$ cat src/crf_map.svh
// Offsets, field positions and codes of the capture record header.
// Assumes inclusion by the package and by the framer only.
`ifndef CRF_MAP_SVH
`define CRF_MAP_SVH
`define CRF_HDR_BYTES 16'h0010
`define CRF_HDR_WORDS 3'h4
`define CRF_MULTICHANNEL_HDLC_TYPE 8'h05
`define CRF_MULTICHANNEL_RAW_TYPE 8'h06
`define CRF_TYPE_MC_CELL 8'h07
`define CRF_MULTICHANNEL_RAW_TYPE_CHAN 8'h08
`define CRF_MULTICHANNEL_AAL5_TYPE 8'h09
`define CRF_MULTICHANNEL_AAL2_TYPE 8'h0c
`define CRF_FLAG_IFACE_LSB 0
`define CRF_FLAG_VARLEN_BIT 2
`define CRF_FIFO_DEPTH 32
`endif

$ cat src/crf_pkg.sv
// Types shared by the capture record framer.
// Assumes crf_map.svh is on the include path.
`include "crf_map.svh"
package crf_pkg;
  typedef enum logic [2:0] {
    crf_idle = 3'b000,
    crf_hdr = 3'b001,
    crf_body = 3'b010,
    crf_pad = 3'b011
  } crf_state_t;

  // One beat of packet data from the capture side
  typedef struct packed {
    logic [31:0] data;
    logic [3:0] keep;
    logic last;
  } crf_beat_t;

  // Per-packet descriptor given with the first beat
  typedef struct packed {
    logic [63:0] stamp;
    logic [7:0] rtype;
    logic [1:0] iface;
    logic varlen;
    logic [15:0] loss;
    logic [15:0] wlen;
    logic [15:0] caplen;
  } crf_desc_t;
endpackage : crf_pkg

$ cat src/crf_framer.sv
// Capture record framer plus its output FIFO.
// Assumes a capture source that gives a descriptor with each packet and
// a consumer that writes the 32-bit word stream into host memory.
//
// Summary of operation
// - Type field carries 5,6,7,8,9 or 12; others map to raw channel 8.
// - Exactly one record is emitted per captured packet.
// - Output holds only back-to-back records, no stream header.
// - Timestamp is written least significant byte first.
// - Type, flags, lengths and loss counter are big-endian.
// - Payload bytes keep line order, never swapped.
// - Header: two stamp words, type/flags/rlen word, loss/wlen word.
// - Record length includes 16 header bytes; body is rlen minus 16.
// - Header fields sit at the same place for all types.
// - Timestamp is the 64-bit descriptor stamp, or the card_time arrival time when that stamp is zero.
// - Flags bits 1-0 give interface, bit 2 marks varying lengths.
`timescale 1ns/100ps
`include "crf_map.svh"

// ---------------------------------------------------------------
// Synchronous FIFO
// ---------------------------------------------------------------
module crf_fifo #(
  parameter int WIDTH = 33,
  parameter int DEPTH = `CRF_FIFO_DEPTH
) (
  input wire logic core_clk,
  input wire logic rst_n,
  input wire logic [WIDTH-1:0] in_data,
  input wire logic in_valid,
  output logic in_ready,
  output logic [WIDTH-1:0] out_data,
  output logic out_valid,
  input wire logic out_ready
);
  localparam int AW = $clog2(DEPTH);
  logic [WIDTH-1:0] mem [DEPTH];
  logic [AW:0] wr_ptr;
  logic [AW:0] rd_ptr;
  logic full;
  logic empty;

  assign full = (wr_ptr[AW] != rd_ptr[AW]) && (wr_ptr[AW-1:0] == rd_ptr[AW-1:0]);
  assign empty = (wr_ptr == rd_ptr);
  assign in_ready = !full;
  assign out_valid = !empty;
  assign out_data = mem[rd_ptr[AW-1:0]];

  always_ff @(posedge core_clk) begin
    if (in_valid && !full) begin
      mem[wr_ptr[AW-1:0]] <= in_data;
    end
  end

  always_ff @(posedge core_clk) begin
    if (!rst_n) begin
      wr_ptr <= '0;
    end else if (in_valid && !full) begin
      wr_ptr <= wr_ptr + {{AW{1'b0}}, 1'b1};
    end
  end

  always_ff @(posedge core_clk) begin
    if (!rst_n) begin
      rd_ptr <= '0;
    end else if (out_ready && !empty) begin
      rd_ptr <= rd_ptr + {{AW{1'b0}}, 1'b1};
    end
  end
endmodule : crf_fifo

// ---------------------------------------------------------------
// Framer top
// ---------------------------------------------------------------
module crf_framer
  import crf_pkg::*;
#(
  parameter int FIFO_DEPTH = `CRF_FIFO_DEPTH
) (
  input wire logic core_clk,
  input wire logic rst_n,
  input wire logic [63:0] card_time,
  input wire crf_desc_t pkt_desc,
  input wire crf_beat_t pkt_beat,
  input wire logic pkt_valid,
  output logic pkt_ready,
  output logic [31:0] rec_data,
  output logic rec_last,
  output logic rec_valid,
  input wire logic rec_ready,
  output logic [31:0] rec_count
);
  crf_state_t state;
  crf_desc_t desc;
  logic [63:0] arrival;
  logic [2:0] hdr_idx;
  logic [15:0] body_left;
  logic [31:0] word;
  logic word_last;
  logic word_valid;
  logic fifo_ready;
  logic take;
  logic [7:0] rtype;
  logic [15:0] rlen;
  logic [15:0] body_len;

  // ---------------------------------------------------------------
  // Header field formatting
  // ---------------------------------------------------------------
  // unknown codes map to raw channel type 8
  always_comb begin
    case (desc.rtype)
      `CRF_MULTICHANNEL_HDLC_TYPE, `CRF_MULTICHANNEL_RAW_TYPE, `CRF_TYPE_MC_CELL,
      `CRF_MULTICHANNEL_RAW_TYPE_CHAN, `CRF_MULTICHANNEL_AAL5_TYPE, `CRF_MULTICHANNEL_AAL2_TYPE: rtype = desc.rtype;
      default: rtype = `CRF_MULTICHANNEL_RAW_TYPE_CHAN;
    endcase
  end

  // Body is padded to whole words so rlen stays word aligned for the reader
  assign body_len = (desc.caplen + 16'h0003) & 16'hfffc;
  assign rlen = body_len + `CRF_HDR_BYTES;

  function automatic logic [31:0] crf_swap(input logic [31:0] v);
    crf_swap = {v[7:0], v[15:8], v[23:16], v[31:24]};
  endfunction : crf_swap

  // Header words, with byte 0 of the record stream in bits 31:24
  always_comb begin
    word = '0;
    word_last = 1'b0;
    word_valid = 1'b0;
    take = 1'b0;
    case (state)
      crf_hdr: begin
        word_valid = 1'b1;
        case (hdr_idx)
          3'h0: word = crf_swap(arrival[31:0]);
          3'h1: word = crf_swap(arrival[63:32]);
          3'h2: word = {rtype, 5'h00, desc.varlen, desc.iface, rlen};
          default: word = {desc.loss, desc.wlen};
        endcase
        word_last = (body_left == 16'h0000) && (hdr_idx == 3'h3);
      end
      crf_body: begin
        // bytes kept in line order; absent lanes zeroed
        for (int i = 0; i < 4; i++) begin
          word[31-8*i -: 8] = pkt_beat.keep[3-i] ? pkt_beat.data[31-8*i -: 8] : 8'h00;
        end
        word_valid = pkt_valid;
        word_last = (body_left == 16'h0004);
        take = pkt_valid && fifo_ready;
      end
      crf_pad: begin
        word_valid = 1'b1;
        word_last = (body_left == 16'h0004);
      end
      default: begin
        word_valid = 1'b0;
      end
    endcase
  end

  // Capture side stalls while the FIFO is full
  assign pkt_ready = (state == crf_idle) ? 1'b0 : take;

  // ---------------------------------------------------------------
  // Record sequencer
  // ---------------------------------------------------------------
  // one record per packet
  always_ff @(posedge core_clk) begin
    if (!rst_n) begin
      state <= crf_idle;
      hdr_idx <= 3'h0;
      body_left <= 16'h0000;
    end else begin
      case (state)
        crf_idle: begin
          if (pkt_valid) begin
            state <= crf_hdr;
            hdr_idx <= 3'h0;
            body_left <= (pkt_desc.caplen + 16'h0003) & 16'hfffc;
          end
        end
        crf_hdr: begin
          if (fifo_ready) begin
            hdr_idx <= hdr_idx + 3'h1;
            if (hdr_idx == `CRF_HDR_WORDS - 3'h1) begin
              state <= (body_left == 16'h0000) ? crf_idle : crf_body;
            end
          end
        end
        crf_body: begin
          if (take) begin
            body_left <= body_left - 16'h0004;
            if (body_left == 16'h0004) begin
              state <= crf_idle;
            end else if (pkt_beat.last) begin
              // Source ended short of caplen: pad so rlen stays true
              state <= crf_pad;
            end
          end
        end
        crf_pad: begin
          if (fifo_ready) begin
            body_left <= body_left - 16'h0004;
            if (body_left == 16'h0004) begin
              state <= crf_idle;
            end
          end
        end
        default: state <= crf_idle;
      endcase
    end
  end

  always_ff @(posedge core_clk) begin
    if (!rst_n) begin
      desc <= '0;
      arrival <= 64'h0000000000000000;
    end else if (state == crf_idle && pkt_valid) begin
      desc <= pkt_desc;
      arrival <= (pkt_desc.stamp != 64'h0000000000000000) ? pkt_desc.stamp : card_time;
    end
  end

  always_ff @(posedge core_clk) begin
    if (!rst_n) begin
      rec_count <= 32'h00000000;
    end else if (word_valid && fifo_ready && word_last) begin
      rec_count <= rec_count + 32'h00000001;
    end
  end

  crf_fifo #(
    .WIDTH(33),
    .DEPTH(FIFO_DEPTH)
  ) u_fifo (
    .core_clk(core_clk),
    .rst_n(rst_n),
    .in_data({word_last, word}),
    .in_valid(word_valid),
    .in_ready(fifo_ready),
    .out_data({rec_last, rec_data}),
    .out_valid(rec_valid),
    .out_ready(rec_ready)
  );
endmodule : crf_framer

$ cat config.mk
export PLATFORM = sky130hd
export DESIGN_NAME = crf_framer
export DESIGN_NICKNAME = d
export VERILOG_FILES = /design/src/crf_pkg.sv /design/src/crf_framer.sv
export VERILOG_INCLUDE_DIRS = /design/src /design/src/src
export SDC_FILE = /design/constraint.sdc
export NUM_CORES = 1
export LEC_CHECK = 0
export BUFFER_PORTS_ARGS = -buffer_cell sky130_fd_sc_hd__buf_2
export CORE_MARGIN = 8
export CORE_UTILIZATION = 30
export DETAILED_ROUTE_END_ITERATION = 8
export MAX_ROUTING_LAYER = met4
export PLACE_DENSITY_LB_ADDON = 0.1
export SYNTH_ARGS = -nofsm -noshare
export SYNTH_HDL_FRONTEND = slang
export SYNTH_SLANG_ARGS = --single-unit
$ cat constraint.sdc
create_clock -name core_clk -period 11.58 [get_ports core_clk]
set_input_delay 0 -clock core_clk [delete_from_list [all_inputs] [get_ports core_clk]]
set_output_delay 0 -clock core_clk [all_outputs]
set_load 0.05 [all_outputs]
* Yosys cells after proc, flatten, opt, wreduce, memory -nomap -nowiden
Memories as Yosys holds them, arrays and structs flattened. A register that Yosys moved wholly into a read port is not among the register bits.
Index checks and enable logic that the tools add are counted.
** Word-level totals
- Flip-flop bits (word level) :: 189
- Bits in latches :: 0
- RAM bits :: 1056
- Bits in read-only memories :: 0
- Input bits :: 228
- Word-level logic and storage cells :: 99
- Memories :: 1
** Memories
- u_fifo.mem :: depth 32, bits a word 33, read ports 1, clocked after Yosys merged registers in 1, wr ports 1, line crf_framer.sv:37 : logic [WIDTH-1:0] mem [DEPTH];
** Operators by class
- Add/sub/neg operators :: 8
- Multiply operators :: 0
- Div/mod/pow operators :: 0
- $lt $le $gt $ge :: 0
- Equality and inequality tests :: 23
- Shift-type cells :: 0
- Mux-type cells :: 33
- Bitwise gates (word level) :: 0
- Reductions and logical operators :: 21
** Operator list (count)
- $pmux W32 S3 :: 1
- $mux W64 :: 1
- $pmux W32 S2 :: 1
- $reduce_bool A64 Y1 :: 1
- $mux W16 :: 3
- $pmux W16 S3 :: 1
- $mux W8 :: 5
- $add A16 B2 Y16 const B :: 2
- $add A32 B1 Y32 const B :: 1
- $mux W3 :: 10
- $eq A8 B3 Y1 const B :: 3
- $eq A8 B4 Y1 const B :: 3
- $add A16 B5 Y16 const B :: 1
- $eq A16 B3 Y1 const B :: 1
- $logic_not A16 Y1 :: 1
- $sub A16 B3 Y16 const B :: 1
- $add A6 B1 Y6 const B :: 2
- $eq A3 B2 Y1 const B :: 4
- $ne A2 B2 Y1 const B :: 6
- $pmux W3 S4 :: 1
- $mux W5 :: 2
- $logic_and A1 B1 Y1 :: 7
- $reduce_and A7 Y1 :: 1
- $eq A3 B1 Y1 const B :: 2
- 17 further kinds :: 24

* Logic depth before layout (Yosys ltp)
Gate-level depths: netlist (run 1).
- Depth after elaboration :: 7
- Gate-level depth with buffers :: 10

* Modules after synthesis
A second synthesis (run 1) with hierarchy kept.
** Unflattened totals
- Cell total of the unflattened synthesis :: 3575
- Area, all modules :: 50800.0 um^2
** By module, submodules not included
- crf_fifo :: times used 1, cells an instance 2385, area each 41741.3 um^2, seq. area each 32050.7 um^2
- crf_framer :: times used 1, cells an instance 1190, area each 9058.7 um^2, seq. area each 3483.3 um^2

* Worst setup path after synthesis (run 1)
Ideal clock, no wire load.
- Path type :: register -> register
- From :: reg hdr_idx[0]
- To :: mem u_fifo.mem[0][26] (data pin)
- Library setup time :: 0.468 ns
- Arrival time :: 3.159 ns
- Path slack :: 7.953 ns
- Cell stages (with the launch flop) :: 10
- Path buffers :: 2
- Cells stage by stage :: dfxtp_1 inv_1 ha_1 nor2b_1 clkbuf_1 nor3_1 clkbuf_1 a221o_1 a21oi_1 o31ai_1
** Between the ends
- Longest elaborated chain between the ends :: 3
- Elaborated cells between the ends (all ways) :: 5
** RTL lines
- start: declaration :: line crf_framer.sv:96 : logic [2:0] hdr_idx;
- start signal: assignment :: line crf_framer.sv:186 : hdr_idx <= hdr_idx + 3'h1;
- $eq A3 B2 Y1, or another cell as far along :: line crf_framer.sv:136 : case (hdr_idx)
- $pmux W32 S3 (*) :: line crf_framer.sv:136
- $pmux W32 S2 (*) :: line crf_framer.sv:133 : case (state)
- named net u_fifo.in_data[26] :: line crf_framer.sv:29 : input wire logic [WIDTH-1:0] in_data,
- end: declaration :: line crf_framer.sv:37
Mark *: on every way through the listed nets, which the timed path passes. The rest lies on a longest branch.

* Worst setup path after layout (run 1)
- From :: reg state[1]
- To :: mem u_fifo.mem[18][32] (enable)
** Between the ends
- Longest elaborated chain between the ends :: 6
- Elaborated cells between the ends (all ways) :: 8
** RTL lines
- start: declaration :: line crf_framer.sv:93 : crf_state_t state;
- start signal: assignment :: line crf_framer.sv:172 : state <= crf_idle;
- start signal: assignment :: line crf_framer.sv:179 : state <= crf_hdr;
- start signal: assignment :: line crf_framer.sv:188 : state <= (body_left == 16'h0000) ? crf_idle : crf_body;
- $eq A3 B2 Y1 / $eq A3 B1 Y1 (equally long branches) :: line crf_framer.sv:133
- $reduce_or A2 Y1 (no line)
- $pmux W1 S2 (*) :: line crf_framer.sv:133
- $logic_and A1 B1 Y1 (*) :: line crf_framer.sv:50 : if (in_valid && !full) begin
- $mux W1 (*) :: line crf_framer.sv:50
- $mux W1 (not written as such) (*) :: line crf_framer.sv:51 : mem[wr_ptr[AW-1:0]] <= in_data;
Every way passes the cells marked *; elsewhere a longest branch is shown, timed or not.

==> metrics.csv, run 1 <==
stage;metric;value;unit
outcome;outcome;finished, final reports clean;
synthesis;synth_warnings;0;
clock_network;numCtsBuffers;142;
clock_network;cts_max_level;4;
drt;firstDrtPassIters;7;
power;ir_drop;162;uV
layout;drive_gt1_share;25.8;%
drt;routedWlPerCell;26.7;um
synthesis;syn_inst;2933;
global_route;grt_pass1_wl;224000;um
clock_network;clock_latency;0.76;ns
power;p_clk_share;37.2;%
drt;antenna_left;0;
power;comb_power_share;18.5;%
floorplan;die_area;180000;sq um
drt;drc;0;
synthesis;ys_seq_area_share;70.9;%
critical_path;worstPathArrival;5.08;ns
sta;worst_slew_pin_slew;1.36;ns
floorplan;die_h;425;um
drt;vias;29500;
sta;finClkSkew;0.0312;ns
power;p_int;0.00848;W
global_route;grt_pass1_vias;31700;
clock_network;cts_buffer_depth;3;
layout;nNetsFinal;3725;
sta;fin_ws;6.90;ns
sta;fin_crit_sh;40.4;%
critical_path;worstSetupEndpointType;flop;
synthesis;synth_area_leader_cell;edfxtp_1;
synthesis;synth_ff_type;edfxtp_1;
sta;finalCriticalPeriod;4.68;ns
sta;fmax;0.214;GHz
synthesis;synth.top_cell.area_share;63.3;%
critical_path;cp_max_fo;19;
min_path;hp-class;input port to flop;
floorplan;pin_count;295;
sta;slew_viol_final;0;
floorplan;start_util;30.1;%
global_route;gr-total-overflow;0;
sta;finalHoldViolCount;0;
critical_path;start_kind;flop;
critical_path;r2r_setup_slack;6.90;ns
power;p_leak;19.7;nW
min_path;worstHoldPathCells;4;
job;cap_violations;0;
synthesis;ys_top_cells_by_count;edfxtp_1, mux4_2, a21oi_1;
drt;drt_iter0_markers;2252;
critical_path;r2r_cells;8;
sta;slew_headroom;9.30;%
synthesis;yosysMostFrequentCell;edfxtp_1;
clock_network;cts_root_buf;clkbuf_16;
global_route;grt_usage;17.4;%
placement;portBuffers;294;
power;power_density;193;nW/um^2
synthesis;synth_edf_count;1056;
placement;dp_hpwl;92800;um
synthesis;syn-cell-area;50100;sq um
floorplan;fp.dieW;425;um
clock_network;clk_pin_slew;0.06;ns
synthesis;syn_nets;3181;
sta;worst_hold_slack;0.0654;ns
floorplan;core;166000;sq um
placement;place_ws;6.86;ns
synthesis;synth.ff_latch_count;1247;
floorplan;rows;150;
sta;final-setup-viol-count;0;
drt;drt-total-wl;155000;um
power;switching_power;0.00334;W
sta;setup_tns;0;ns
power;swShare;28.2;%
placement;place.gp.congestion;0.939;
clock_network;cts_tree;yes;
critical_path;crit_type;flop to flop;
drt;vias_per_cell;5.09;
synthesis;synth_area_per_cell;17.1;sq um
global_route;grt_max_degree;152;
clock_network;clkSinkCount;1247;
clock_network;cts_resized;0;
global_route;antenna_found_initial;5;
sta;rsz0062_at_grt;no;
synthesis;ys_types;70;
synthesis;synth_area_leaders;edfxtp_1, mux4_2, dfxtp_1;
synthesis;postSynth.asyncResetShare;0;%
layout;areaGrowthSynthToFinish;22.4;%
power;power.share.sequential;44.3;%
critical_path;cp.required;11.97;ns
[flip-flops by register name, indices dropped and copies added (netlist names), named ones only]
register and cells:
state 2, u_fifo.rd_ptr 6, hdr_idx 3, u_fifo.wr_ptr 6
body_left 14, rec_count 32, desc 59, arrival 64
u_fifo.mem 1056
[layout by cell type, fill, tap and decap left out, types with 37 or more instances in the layout]
| cell type | count |
|---|---|
| edfxtp_1 | 1056 |
| buf_2 | 294 |
| mux4_2 | 264 |
| a21oi_1 | 244 |
| dlygate4sd3_1 | 212 |
| nand2_1 | 190 |
| dfxtp_1 | 188 |
| clkbuf_16 | 146 |
| mux2i_1 | 142 |
| o21ai_0 | 83 |
| buf_4 | 78 |
| nor2_1 | 37 |
| a22o_1 | 37 |
[metal layers]
metal  up-vias  part of all wire, %  GRT usage [%]
li1      13000                    -              -
met1     15400                   45           22.9
met2       878                   48           27.8
met3       256                  4.3           2.73
met4         0                  3.3           5.38
met5         -                    0              -
[critical path, stage by stage, from the launching register on]
cell,delay (ns)
dfxtp_1,0.34
inv_1,0.12
ha_1,0.71
nor2_1,0.16
a21oi_2,0.37
a21boi_1,0.55
nand2_1,0.61
nor2_4,0.94
buf_4,0.50
[kinds of logic (layout without fill, tap and decap cells)]
kind of cell	count (synthesis)	count (layout)	share of synthesized area, %
flops	1247	1247	70.9
simple gates	463	463	4.51
other cells	0	6	0
compound gates	557	557	7.07
buf+inv	208	866	1.73
xor+xnor	32	32	0.559
mux	406	406	14.7
fa+ha+maj	20	20	0.499
[final cells by class]
type                            instances  area (sq um)
Clock inverter                         75           678
Inverter                               20          76.3
Multi-Input combinational cell       1478         14100
Sequential cell                      1247         35500
Clock buffer                          183          3900
Fill cell                           15500        105000
Timing Repair Buffer                  588          4260
Tap cell                             2204          2760
Antenna cell                            6          15.0
[worst paths after layout]
check	from	endpoint
worst max-delay path	state[1]$_SDFFE_PN0P_	u_fifo.mem[18][32]$_DFFE_PP_
worst min-delay path	pkt_desc[33]	desc[33]$_SDFFE_PN0P_
worst max register to register	state[1]$_SDFFE_PN0P_	u_fifo.mem[18][32]$_DFFE_PP_
worst min register to register	desc[38]$_SDFFE_PN0P_	desc[38]$_SDFFE_PN0P_
[through the flow]
step | utilization [%] | power, W | instances | cell area, sq um
2_1_floorplan | - | 0.00676 | 2933 | 50100
3_3_place_gp | 32.8 | 0.00750 | 5325 | 54600
3_5_place_dp | 32.8 | 0.00752 | 5325 | 54600
4_1_cts | 36.8 | 0.0120 | 5795 | 61300
5_1_grt | 36.8 | 0.0123 | 5798 | 61300
6_report | 36.8 | 0.0118 | 5801 | 61300
[power by group through the flow]
stage	clock network [W]	logic [W]	registers [W]
after detailed placement	0	0.00219	0.00533
after CTS	0.00453	0.00225	0.00524
after floorplan	0	0.00151	0.00525
after global routing	0.00469	0.00238	0.00525
final	0.00439	0.00219	0.00524
after global placement	0	0.00217	0.00533
[timing repair]
action / CTS / global route
buffers inserted: 0 / 0
hold buffers: 212 / 0
endpoints found under the hold margin: 344 / 0
No activity file was read; power rests on OpenSTA's default activity.
==> run 2, diff against run 1 <==
==> constraint.sdc (replaced) <==
create_clock -name core_clk -period 3.8 [get_ports core_clk]
set_input_delay 0 -clock core_clk [delete_from_list [all_inputs] [get_ports core_clk]]
set_output_delay 0 -clock core_clk [all_outputs]
set_load 0.05 [all_outputs]
==> metrics.csv, run 2 (same netlist as run 1, synthesis figures left out) <==
stage;metric;value;unit;change
global_route;gr-total-overflow;0;;unchanged
layout;areaGrowthSynthToFinish;25.2;%;
drt;antenna_left;0;;unchanged
drt;top_layer_used;met4;;
global_route;grt_pass1_vias;32200;;+1.7%
min_path;min_to;u_fifo.mem[1][26]$_DFFE_PP_;;
drt;routedWlPerCell;27.2;um;+2.0%
sta;slew_viol_final;0;;unchanged
sta;worst_slew_pin_slew;1.11;ns;-0.255 ns
drt;drc;0;;unchanged
global_route;grt_pass1_wl;232000;um;+3.3%
critical_path;crit_type;flop to primary output;;
min_path;hold_start;pkt_beat[31];;
layout;layout_common_cells;edfxtp_1, buf_2, dlygate4sd3_1;;
power;p_leak;20.4;nW;+3.3%
critical_path;cp_slowest_cell;dfxtp_4;;
critical_path;r2r_cells;7;;-1
floorplan;start_util;30.1;%;unchanged
drt;drt_iter0_markers;2428;;+7.8%
drt;met3_length;6380;um;-4.5%
sta;finClkSkew;0.0299;ns;-0.00127 ns
clock_network;clkSinkCount;1247;;unchanged
power;swShare;28.2;%;-0.055 points
critical_path;r2r-start;state[0]$_SDFFE_PN0P_;;
placement;placed_area;55500;sq um;+1.6%
drt;vias_per_cell;5.09;;about the same
critical_path;r2r-end;u_fifo.mem[14][27]$_DFFE_PP_;;
floorplan;pin_count;295;;unchanged
sta;fin_crit_sh;92.3;%;
floorplan;core;166000;sq um;unchanged
job;cap_violations;0;;unchanged
min_path;hp-class;input port to flop;;
clock_network;clk_pin_slew;0.06;ns;about the same
layout;largest_reg_flops;1056;;unchanged
critical_path;path_cells;buf_4 -> mux4_2 -> mux2i_1 -> a22o_1 -> a221oi_1 -> buf_4 -> buf_2;;
sta;fmax;0.285;GHz;
global_route;grt_usage;18.1;%;+0.74 points
sta;setup_tns;0;ns;unchanged
critical_path;start_kind;flop;;
clock_network;clock_latency;0.77;ns;about the same
critical_path;r2r_setup_slack;0.45;ns;-6.45 ns
power;p_clk_share;35.9;%;-1.3 points
outcome;outcome;finished, final reports clean;;
sta;finalHoldViolCount;0;;unchanged
power;p_int;0.0259;W;+210%
layout;layout_commonest_cell;edfxtp_1;;
drt;drt-total-wl;162000;um;+4.3%
drt;m1WireLength;71400;um;+3.3%
drt;firstDrtPassIters;9;;+2
global_route;antenna_found_initial;6;;+1
critical_path;slowest_delay;0.67;ns;-0.27 ns
floorplan;fp.dieW;425;um;unchanged
critical_path;cp_max_fo;16;;-3
sta;slew_headroom;26.0;%;+17 points
power;ir_drop;498;uV;+210%
sta;rsz0062_at_grt;no;;
layout;nNetsFinal;3869;;+3.9%
placement;dp_hpwl;99200;um;+6.9%
clock_network;cts_tree;yes;;
layout;drive_gt1_share;26.2;%;+0.42 points
power;switching_power;0.0102;W;+200%
sta;worst_hold_slack;0.0619;ns;-0.00351 ns
sta;finalCriticalPeriod;3.51;ns;
clock_network;numCtsBuffers;140;;-1.4%
critical_path;worstSetupEndpointType;primary output;;
power;comb_power_share;19.7;%;+1.2 points
min_path;worstHoldPathCells;4;;unchanged
critical_path;crit_path_frequent_cell;buf_4;;
power;finalPower;0.0361;W;+210%
clock_network;cts_setup_buffers;0;;unchanged
clock_network;cts_buffer_depth;3;;unchanged
layout;stdcell_area;62700;sq um;+2.2%
clock_network;cts_max_level;4;;unchanged
floorplan;die_area;180000;sq um;unchanged
critical_path;cp.required;3.80;ns;-8.17 ns
sta;final-setup-viol-count;0;;unchanged
clock_network;cts_root_buf;clkbuf_16;;
drt;vias;30200;;+2.3%
placement;portBuffers;294;;unchanged
power;power.share.sequential;44.3;%;about the same
critical_path;worstPathArrival;3.51;ns;-1.57 ns
placement;place.gp.congestion;0.891;;-5.1%
power;power_density;575;nW/um^2;+200%
drt;wl_met2;79400;um;+7.3%
floorplan;die_h;425;um;unchanged
floorplan;rows;150;;unchanged
global_route;grt_max_degree;83;;-45%
==> run 2: critical path: cells and delay by family (launching register included) <==
kind / cells / cell delay [ns]
AO/OA/AOI/OAI: 2 / 0.87
buffers and inverters: 3 / 0.85
flip-flops: 1 / 0.67
multiplexers: 2 / 0.33
==> run 2: how the worst max path moves through the flow <==
| stage | start | cells past startpoint | slack [ns] | endpoint |
|---|---|---|---|---|
| 5_1_grt | flop | 8 | 0.05 | rec_data[4] |
| 2_1_floorplan | hdr_idx[0]$_SDFFE_PN0P_ | 9 | 0.17 | u_fifo.mem[0][26]$_DFFE_PP_ |
| 3_5_place_dp | state[0]$_SDFFE_PN0P_ | 7 | 0.40 | u_fifo.mem[14][29]$_DFFE_PP_ |
| 3_3_place_gp | state[0]$_SDFFE_PN0P_ | 7 | 0.43 | u_fifo.mem[14][29]$_DFFE_PP_ |
| 6_report | flop | 7 | 0.29 | rec_data[24] |
| 4_1_cts | flop | 7 | 0.12 | rec_data[0] |
==> run 2: what timing repair did <==
action,4_1_cts,5_1_grt
gates resized for setup,2,0
hold buffers,286,0
endpoints found under the hold margin,291,0
endpoints found under the setup margin,2,0
==> run 2: area by class of cell <==
class	count	area, sq um
Antenna cell	5	12.5
Clock buffer	191	3920
Clock inverter	51	398
Fill cell	15500	104000
Inverter	20	76.3
Multi-Input combinational cell	1478	14100
Sequential cell	1247	35500
Tap cell	2204	2760
Timing Repair Buffer	734	5890
==> run 2: metrics by stage <==
step | instances | setup WS (ns) | utilization, %
floorplan | 2933 | 0.173 | -
global placement | 5397 | 0.428 | 33.3
detailed placement | 5397 | 0.397 | 33.3
CTS | 5925 | 0.122 | 37.7
global route | 5929 | 0.0546 | 37.7
finish | 5930 | 0.294 | 37.7
==> run 2: routing by layer <==
layer / vias up / track usage, %
met3: 226 / 2.65
met1: 15800 / 23.4
li1: 13300 / -
met5: - / -
met4: 0 / 5.07
met2: 822 / 29.9
==> run 2: power by group through the flow <==
stage	registers [W]	logic, W	clock network [W]
floorplan	0.0160	0.00461	0
global placement	0.0163	0.00686	0
detailed placement	0.0163	0.00690	0
CTS	0.0160	0.00726	0.0133
global route	0.0160	0.00770	0.0138
finish	0.0160	0.00712	0.0130
